$ cat src/mux_port_regs.svh
`ifndef MUX_PORT_REGS_SVH
`define MUX_PORT_REGS_SVH

// ----------------------------------------------------------------------
// Bus widths and field positions
// ----------------------------------------------------------------------
`define AD_WIDTH 16
`define BYTE_LO_MSB 7
`define BYTE_HI_LSB 8
`define BYTE_HI_MSB 15

// ----------------------------------------------------------------------
// Reset values, drive patterns and synchroniser depth
// ----------------------------------------------------------------------
`define ADDR_RESET 16'h0000
`define DATA_RESET 16'h0000
`define OE_NONE 16'h0000
`define OE_LOW_BYTE 16'h00ff
`define OE_FULL_WORD 16'hffff
`define SYNC_STAGES 2

`endif

$ cat src/mux_port_pkg.sv
package mux_port_pkg;

  // Static configuration of the port, normally held in a mode register.
  typedef struct packed {
    logic dir_enable_mode;
    logic single_phase;
    logic width_8bit;
    logic ale_cs_qualify;
    logic ale_active_high;
    logic cs_active_high;
    logic rd_dir_active_high;
    logic wr_en_active_high;
  } port_cfg_t;

  // Control pins as seen at the package balls.
  typedef struct packed {
    logic addr_latch_low_strobe;
    logic addr_latch_high_strobe;
    logic chip_select;
    logic rd_or_dir;
    logic wr_or_transfer_strobe;
  } ctrl_pins_t;

  typedef enum logic [1:0] {
    cyc_idle,
    cyc_read,
    cyc_write
  } cycle_state_t;

endpackage

$ cat src/muxed_addr_data_host_port.sv
`timescale 1ns/100ps
`include "mux_port_regs.svh"
// Function
// - Single-phase latch takes low and high address bytes together.
// - 8-bit data phase never drives or samples the upper bus half.
// - 8-bit mode transfers read and write data on the low lines only.
// - Any mix of reads and writes reuses one latched address.
// - Mode bit picks separate strobes or direction plus enable.
// - Direction plus enable works the same in every addressing variant.
// - Direction and enable polarities are configurable.
// - Select, read and write pins each have their own polarity; both latch pins share one.
// - Optional qualification of latch strobes by chip select.
// - Dual-phase high and low latch cycles accepted in either order.
// - Read, write and address cycles may follow each other freely.
// - Separate strobes start a cycle with select active, end on release.
// - Enable starts a cycle with select, direction chooses read or write.
// - A skipped latch cycle reuses the last latched address.

module muxed_addr_data_host_port
  import mux_port_pkg::*;
(
  // Clock and reset
  input wire logic clock,
  input wire logic resetn,
  // Static configuration
  input wire port_cfg_t cfg,
  // Host control pins
  input wire ctrl_pins_t pins,
  // Shared address and data bus
  input wire logic [`AD_WIDTH-1:0] ad_in,
  output logic [`AD_WIDTH-1:0] ad_out,
  output logic [`AD_WIDTH-1:0] ad_oe,
  // Internal access side
  output logic [`AD_WIDTH-1:0] addr_q,
  output logic rd_req_q,
  input wire logic [`AD_WIDTH-1:0] rd_data,
  output logic wr_req_q,
  output logic [`AD_WIDTH-1:0] wr_data_q,
  output logic wide_q
);

  // --------------------------------------------------------------------
  // Synchronisers and polarity
  // --------------------------------------------------------------------
  ctrl_pins_t pins_s;
  logic [`AD_WIDTH-1:0] ad_s;
  logic [`AD_WIDTH-1:0] ad_d1_q;
  logic ale_lo, ale_hi, cs_act, rd_act, wr_act;
  logic ale_lo_q, ale_hi_q, rd_q, wr_q;
  logic lo_hit_q, hi_hit_q;
  cycle_state_t state_q;
  logic [1:0] settle_q;
  logic settled;

  function automatic logic active(input logic level, input logic high);
    active = (level == high);
  endfunction

  pin_sync #(.WIDTH(5)) ctrl_sync (
    .clock(clock),
    .resetn(resetn),
    .async_in(pins),
    .sync_out(pins_s)
  );

  pin_sync #(.WIDTH(`AD_WIDTH)) bus_sync (
    .clock(clock),
    .resetn(resetn),
    .async_in(ad_in),
    .sync_out(ad_s)
  );

  // Strobes are held off until the synchronisers carry real pin levels;
  // their reset value would look active under low-active polarities.
  assign settled = (settle_q == 2'(`SYNC_STAGES));

  // Each pin is normalised with its polarity bit; both latch strobes share cfg.ale_active_high.
  assign ale_lo = settled && active(pins_s.addr_latch_low_strobe,
                         cfg.ale_active_high);
  assign ale_hi = settled && active(pins_s.addr_latch_high_strobe,
                         cfg.ale_active_high);
  assign cs_act = active(pins_s.chip_select, cfg.cs_active_high);
  assign rd_act = settled && active(pins_s.rd_or_dir,
                         cfg.rd_dir_active_high);
  assign wr_act = settled && active(pins_s.wr_or_transfer_strobe,
                         cfg.wr_en_active_high);

  // --------------------------------------------------------------------
  // Edge history
  // --------------------------------------------------------------------
  // The bus is sampled one cycle behind so the address still stands
  // when the strobe release is seen.
  always_ff @(posedge clock) begin
    if (!resetn) begin
      ale_lo_q <= 1'b0;
      ale_hi_q <= 1'b0;
      rd_q <= 1'b0;
      wr_q <= 1'b0;
      ad_d1_q <= `DATA_RESET;
      settle_q <= 2'h0;
    end else begin
      if (!settled) begin
        settle_q <= settle_q + 2'h1;
      end
      ale_lo_q <= ale_lo;
      ale_hi_q <= ale_hi;
      rd_q <= rd_act;
      wr_q <= wr_act;
      ad_d1_q <= ad_s;
    end
  end

  // --------------------------------------------------------------------
  // Address latching
  // --------------------------------------------------------------------
  // A latch strobe counts if chip select was seen at any point of it.
  always_ff @(posedge clock) begin
    if (!resetn) begin
      lo_hit_q <= 1'b0;
      hi_hit_q <= 1'b0;
    end else begin
      if (!ale_lo) begin
        lo_hit_q <= 1'b0;
      end else if (!cfg.ale_cs_qualify || cs_act) begin
        lo_hit_q <= 1'b1;
      end
      if (!ale_hi) begin
        hi_hit_q <= 1'b0;
      end else if (!cfg.ale_cs_qualify || cs_act) begin
        hi_hit_q <= 1'b1;
      end
    end
  end

  logic lo_fall, hi_fall;
  assign lo_fall = ale_lo_q && !ale_lo && lo_hit_q;
  assign hi_fall = ale_hi_q && !ale_hi && hi_hit_q;

  // Without a new strobe the address simply holds, which also serves
  // repeated accesses to one location.
  always_ff @(posedge clock) begin
    if (!resetn) begin
      addr_q <= `ADDR_RESET;
    end else if (cfg.single_phase) begin
      if (lo_fall) begin
        addr_q <= ad_d1_q;
      end
    end else begin
      if (lo_fall) begin
        addr_q[`BYTE_LO_MSB:0] <= ad_d1_q[`BYTE_LO_MSB:0];
      end
      if (hi_fall) begin
        addr_q[`BYTE_HI_MSB:`BYTE_HI_LSB] <=
          ad_d1_q[`BYTE_LO_MSB:0];
      end
    end
  end

  // --------------------------------------------------------------------
  // Cycle control
  // --------------------------------------------------------------------
  logic start_rd, start_wr, cyc_end;

  // Enable is the write pin in direction mode; direction is the read pin.
  always_comb begin
    if (cfg.dir_enable_mode) begin
      start_rd = wr_act && !wr_q && cs_act && !rd_act;
      start_wr = wr_act && !wr_q && cs_act && rd_act;
    end else begin
      start_rd = rd_act && !rd_q && cs_act;
      start_wr = wr_act && !wr_q && cs_act;
    end
  end

  always_comb begin
    if (cfg.dir_enable_mode || state_q == cyc_write) begin
      cyc_end = !wr_act;
    end else begin
      cyc_end = !rd_act;
    end
  end

  // Any cycle may follow any other once the previous one has ended.
  always_ff @(posedge clock) begin
    if (!resetn) begin
      state_q <= cyc_idle;
    end else begin
      case (state_q)
        cyc_idle: begin
          if (start_rd) begin
            state_q <= cyc_read;
          end else if (start_wr) begin
            state_q <= cyc_write;
          end
        end
        cyc_read, cyc_write: begin
          if (cyc_end) begin
            state_q <= cyc_idle;
          end
        end
        default: begin
          state_q <= cyc_idle;
        end
      endcase
    end
  end

  // --------------------------------------------------------------------
  // Internal access side
  // --------------------------------------------------------------------
  // Writes commit at strobe release, where the host data is settled.
  always_ff @(posedge clock) begin
    if (!resetn) begin
      rd_req_q <= 1'b0;
      wr_req_q <= 1'b0;
      wr_data_q <= `DATA_RESET;
      wide_q <= 1'b0;
    end else begin
      rd_req_q <= (state_q == cyc_idle) && start_rd;
      wr_req_q <= (state_q == cyc_write) && cyc_end;
      wide_q <= !cfg.width_8bit;
      if (state_q == cyc_write && cyc_end) begin
        if (cfg.width_8bit) begin
          wr_data_q <= {8'h00, ad_d1_q[`BYTE_LO_MSB:0]};
        end else begin
          wr_data_q <= ad_d1_q;
        end
      end
    end
  end

  // --------------------------------------------------------------------
  // Bus drive
  // --------------------------------------------------------------------
  // The bus is released as soon as the read ends; a few cycles of
  // synchroniser lag is the price of sampling asynchronous strobes.
  always_ff @(posedge clock) begin
    if (!resetn) begin
      ad_oe <= `OE_NONE;
      ad_out <= `DATA_RESET;
    end else if (state_q == cyc_read && !cyc_end) begin
      if (cfg.width_8bit) begin
        ad_oe <= `OE_LOW_BYTE;
        ad_out <= {8'h00, rd_data[`BYTE_LO_MSB:0]};
      end else begin
        ad_oe <= `OE_FULL_WORD;
        ad_out <= rd_data;
      end
    end else begin
      ad_oe <= `OE_NONE;
      ad_out <= `DATA_RESET;
    end
  end
endmodule

$ cat src/pin_sync.sv
`timescale 1ns/100ps
`include "mux_port_regs.svh"

module pin_sync #(
  parameter int WIDTH = 1
) (
  // Clock and reset
  input wire logic clock,
  input wire logic resetn,
  // Asynchronous input and its synchronised copy
  input wire logic [WIDTH-1:0] async_in,
  output logic [WIDTH-1:0] sync_out
);

  logic [WIDTH-1:0] meta_q;

  if (WIDTH < 1) begin : width_check
    $error("pin_sync needs a width of at least one");
  end

  // The first stage feeds only the second one.
  always_ff @(posedge clock) begin
    if (!resetn) begin
      meta_q <= '0;
      sync_out <= '0;
    end else begin
      meta_q <= async_in;
      sync_out <= meta_q;
    end
  end

endmodule
$ cat config.mk
export PLATFORM = sky130hd
export DESIGN_NAME = muxed_addr_data_host_port
export DESIGN_NICKNAME = d
export VERILOG_FILES = /design/src/mux_port_pkg.sv /design/src/muxed_addr_data_host_port.sv /design/src/pin_sync.sv
export VERILOG_INCLUDE_DIRS = /design/src
export SDC_FILE = /design/constraint.sdc
export NUM_CORES = 1
export LEC_CHECK = 0
export BUFFER_PORTS_ARGS = -buffer_cell sky130_fd_sc_hd__buf_2
export CORE_MARGIN = 5
export CORE_UTILIZATION = 30
export CTS_BUF_LIST = sky130_fd_sc_hd__clkbuf_4
export DETAILED_ROUTE_END_ITERATION = 7
export HOLD_SLACK_MARGIN = 0.15
export PLACE_DENSITY = 0.64
export SLEW_MARGIN = 20
export SYNTH_ARGS = -nofsm -noshare
export SYNTH_HDL_FRONTEND = slang
export SYNTH_SLANG_ARGS = --single-unit
$ cat constraint.sdc
create_clock -name clock -period 1.5 [get_ports clock]
set_input_delay 0.075 -clock clock [delete_from_list [all_inputs] [get_ports clock]]
set_output_delay 0.075 -clock clock [all_outputs]
set_load 0.01 [all_outputs]
Word-level counts from Yosys, hierarchy flattened
Cells that the tools add are included.
Cells by class
  multiplexer cells: 13
  equality and inequality tests: 11
  $add $sub $neg: 1
  bitwise gates (word level): 2
  reductions and logical operators: 37
Operators by type and width (count)
  $mux W16: 4
  $logic_and A1 B1 Y1: 17
  $mux W8: 2
  $reduce_and A2 Y1: 5
  $logic_not A1 Y1: 9
  $mux W2: 3
  $eq A1 B1 Y1: 5
  $eq A2 B2 Y1 const B: 2
  $pmux W2 S2: 1
  $mux W1: 3
  $ne A3 B3 Y1 const B: 1
  $reduce_or A3 Y1: 1
  $add A2 B1 Y2 const B: 1
  $eq A2 B1 Y1 const B: 1
  $logic_not A2 Y1: 1
  $logic_or A1 B1 Y1: 2
  $ne A2 B1 Y1 const B: 1
  $ne A2 B2 Y1 const B: 1
  $not A1 Y1: 2
  $reduce_bool A2 Y1: 1
  $reduce_or A2 Y1: 1
Word-level totals
  register bits after elaboration: 135
  input bits: 47
  word-level logic and storage cells: 86
  output and inout bits: 67

Depth between registers and ports, before layout
  depth after elaboration: 9
  depth in mapped cells: 8
  depth with buffers taken out: 7

By module
A second synthesis with hierarchy kept.
Unflattened totals
  cell total of the unflattened synthesis: 367
  area total of the unflattened synthesis: 4048.9 sq um
By module, submodules not included
  muxed_addr_data_host_port: area an instance 2890.3 sq um, seq. area each 1581.5 sq um, instances 1, cells an instance 280
  pin_sync at bus_sync: area an instance 895.9 sq um, seq. area each 640.6 sq um, instances 1, cells an instance 67
  pin_sync at ctrl_sync: area an instance 262.8 sq um, seq. area each 200.2 sq um, instances 1, cells an instance 20

Worst setup path after synthesis
OpenSTA, ideal clock, no wires.
  kind: reg-to-reg
  start point: register state_q[0]
  end point: register state_q[0]
  clock period less this slack: 1.615 ns
  path buffers: 0
  setup slack: -0.115 ns
  data arrival time: 1.494 ns
  setup time: 0.121 ns
  data required time: 1.379 ns
  stages on the path, launching flop included: 8
  cell sequence: dfxtp_1 -> inv_1 -> ha_1 -> nor2_1 -> nand3b_1 -> nand2_1 -> a32oi_1 -> mux2_2
Between the ends
  longest elaborated chain between the ends: 5
  elaborated cells between the ends (all ways): 10
  classes of those cells: eq/ne (4); mux (2); reduce/logical (4)
Ends and longest elaborated chain
  from (decl): RTL line muxed_addr_data_host_port.sv:51  | cycle_state_t state_q;
  from (signal assigned): RTL line muxed_addr_data_host_port.sv:186  | state_q <= cyc_idle;
  from (signal assigned): RTL line muxed_addr_data_host_port.sv:191  | state_q <= cyc_read;
  from (signal assigned): RTL line muxed_addr_data_host_port.sv:193  | state_q <= cyc_write;
  $eq A2 B2 Y1: RTL line muxed_addr_data_host_port.sv:176, muxed_addr_data_host_port.sv:188
  $logic_or A1 B1 Y1: RTL line muxed_addr_data_host_port.sv:176  | if (cfg.dir_enable_mode || state_q == cyc_write) begin
  $mux W1: RTL line muxed_addr_data_host_port.sv:176
  $ne A2 B2 Y1 (no line)
  $reduce_and A2 Y1 (no line)
Parallel ways exist; a longest one is shown, timed or not.
A chain may end at the register's enable or synchronous reset.

Worst setup path in the final report
Ends and elaborated chain as after synthesis.

==> metrics.cfg <==
[run_status]
run_status = finished with violations
violations = setup timing

[die]
floorplan.die.height_um = 125
fp.coreArea_sq_um = 13100
num_io_pins = 114
rows = 42
floorplan.die_area_sq_um = 15700
die-width_um = 125
start_util = 0.304

[cts]
numCtsBuffers = 17
htreeDepth = 4
worst_skew_pair.late_latency_ns = 0.50
cts-root-buf = sky130_fd_sc_hd__clkbuf_4
cts.clk_slew.worst_paths_ns = 0.12
cts_tree = built
clock_sink_count = 121
clockBufferDepth = 2

[sta]
worst_hold_slack_ns = 0.172
report.final.setup_viol = 1
final.setup_skew_ns = 0.0174
report.final.hold_viol_count = 0
finalWorstSetupSlack_ns = -0.0247
layout_worst_path_cycle_share = 1.02
timing_max_transition_violations_final = 0
slew-limit-headroom = 0.749
tightest_slew_ns = 0.377
grt_setup_unrepaired = true
max_clock_freq_mhz = 656
finalCriticalPeriod_ns = 1.52

[critical_path]
data_arrival_time_of_the_critical_path_ns = 1.91
cell_count_of_the_worst_reg_to_reg_path = 7
highest_cell_delay_on_the_worst_timing_path_ns = 0.35
critical_path_buf_inv_count = 1
path_depth = 7
critical_path.max_fanout = 2
critical-path-top-delay-family = flip-flops
critical_path_class = flip-flop to flip-flop
startpoint = state_q[0]$_SDFFE_PN0P_
cp-end-kind = flip-flop
crit_chain = inv_2 > ha_4 > nor2_4 > nand3b_1 > nand2_1 > a32oi_2 > mux2_4
worst_r2r_startpoint = state_q[0]$_SDFFE_PN0P_
crit_path_start_kind = flip-flop
worst_path_max_delay_cell = sky130_fd_sc_hd__dfxtp_2
reg2reg_setup_slack_ns = -0.02
worst-endpoint-required_ns = 1.89

[synth]
syn-cell-area_sq_um = 3990
synth-seq-area-share = 0.607
syn-instance-count = 369
top_ff_cell_synth = sky130_fd_sc_hd__dfxtp_1
synth_edf_count = 0
ys.warnings.count = 0
syn_nets = 420
post_synth_num_cell_types = 32
syn_area_per_cell_sq_um = 10.8
postSynth.asyncResetShare = 0
ys_seq_elements = 121

[worst_hold_path]
hold_path_depth = 6
hold_path.class = input port to flip-flop
timing.hold.worst.start = cfg[6]

[detailed_routing]
detail_route.wirelength_um = 8980
antenna_violating_nets_post_route = 0
detail_route.first_pass.iterations = 5
routedWlPerCell_um = 12.0
route.detailed.drc = 0
drt_iter0_drc = 70
avgViaCountPerCell = 4.05
route.vias.total = 3021

[power_and_ir_drop]
cellPowerDensity_nw_per_um2 = 1140
static_leakage_nw = 2.67
power.ir.vdd_worst_v = 0.000424

[global_routing]
grt_start_max_net_pins = 62
wire_length_of_the_first_global_routing_pass_um = 15200
grt_antenna_before_repair = 1
first_global_vias = 3165
grt.overflow.total = 0
globalRouteTotalUtil = 0.120

[layout]
fillCellCount = 1250
layout-area-overhead-vs-synth_pct = 44.4
final_cell_mix = sky130_fd_sc_hd__dfxtp_1, sky130_fd_sc_hd__buf_2, sky130_fd_sc_hd__and2_1
final_layout_size_suffix_gt1_frac = 0.343
design.final.nets = 607
fin_area_sq_um = 5760
most_common_library_cell_in_the_layout_ignoring_fill_and_taps = sky130_fd_sc_hd__dfxtp_1

[run]
maximum_capacitance_violations = 0

[placement]
placement.cell_area_sq_um = 4740
number_of_buffers_inserted_by_port_buffering = 113
post-place-ws_ns = -0.0819
place.gp.congestion = 0.811
dp.final_hpwl_um = 6030

[cells by family after synthesis]
logic type               share of synthesized area
AO/OA/AOI/OAI                               0.0430
XOR/XNOR                                    0.0132
AND/OR/NAND/NOR                              0.204
adder cells (fa/ha/maj)                     0.0125
multiplexers                                0.0681
flip-flops                                   0.607
buffers and inverters                       0.0521
[tightest hold or removal path: cells and delay by family]
| kind | cells | cell delay, ns |
|---|---|---|
| buf+inv | 2 | 0.25 |
| compound gates | 2 | 0.18 |
| mux | 1 | 0.07 |
| simple gates | 1 | 0.07 |
[where the power goes]
part | internal, mW | total [mW] | switching [mW] | leakage [nW]
sequential | 3.36 | 3.43 | 0.0745 | 0.987
combinational | 0.609 | 1.13 | 0.517 | 1.55
clock | 0.689 | 1.99 | 1.30 | 0.133
total | 4.66 | 6.55 | 1.89 | 2.67
[layout make-up]
cell class | instances | area (sq um) | area share
clock buffer | 17 | 128 | 0.0222
timing repair buffer | 198 | 1400 | 0.243
multi-input combinational | 214 | 1450 | 0.252
inverter | 4 | 15.0 | 0.00261
clock inverter | 15 | 119 | 0.0206
antenna | 1 | 2.50 | 0.000434
sequential | 121 | 2430 | 0.421
tap | 176 | 220 | 0.0382
[per-layer routing]
layer / track usage / up-vias / share of wire
met1: 0.135 / 1346 / 0.41
met3: 0.0533 / 16 / 0.082
met2: 0.197 / 114 / 0.48
li1: - / 1545 / -
met4: 0.0555 / 0 / 0.025
met5: 0 / - / 0
[stage by stage]
stage	std cells	utilization	total power [mW]	TNS, ns
after global routing	746	0.438	6.92	-1.21
after global placement	638	0.361	4.26	0
after detailed placement	638	0.361	4.30	-0.132
final	746	0.438	6.55	-0.0247
after floorplan	369	-	4.05	0
after CTS	743	0.435	6.52	-0.00852
[Yosys cell counts, drive strengths merged (5+ instances only)]
master	n	area, sq um
dfxtp	121	2420
and2	75	469
nand2	31	116
nor2	25	93.8
a21oi	20	126
buf	20	145
mux2i	17	170
clkbuf	12	47.6
mux2	9	101
nand3b	9	67.6
xnor2	5	43.8
[timing repair]
| item | 4_1_cts | 5_1_grt |
|---|---|---|
| endpoints found under the hold margin | 94 | 0 |
| hold buffers | 66 | 0 |
| pin swaps | 6 | 8 |
| cloned | 1 | 2 |
| resized for setup | 6 | 10 |
| buffers inserted | 6 | 0 |
| setup endpoints to repair | 21 | 50 |
[final timing paths]
kind | endpoint
hold reg to reg | ad_d1_q[1]$_SDFF_PN0_
setup / recovery | state_q[0]$_SDFFE_PN0P_
hold / removal | addr_q[14]$_SDFFE_PN0P_
setup reg to reg | state_q[0]$_SDFFE_PN0P_
[flip-flops by register name, summed over array words and instances (netlist names), 5 cells and up]
register and flops:
bus_sync.meta_q 16, ctrl_sync.meta_q 5, ad_d1_q 16, addr_q 16
wr_data_q 16, bus_sync.sync_out 16, ad_out 16, ctrl_sync.sync_out 5
(Power assumes the default switching activity.)
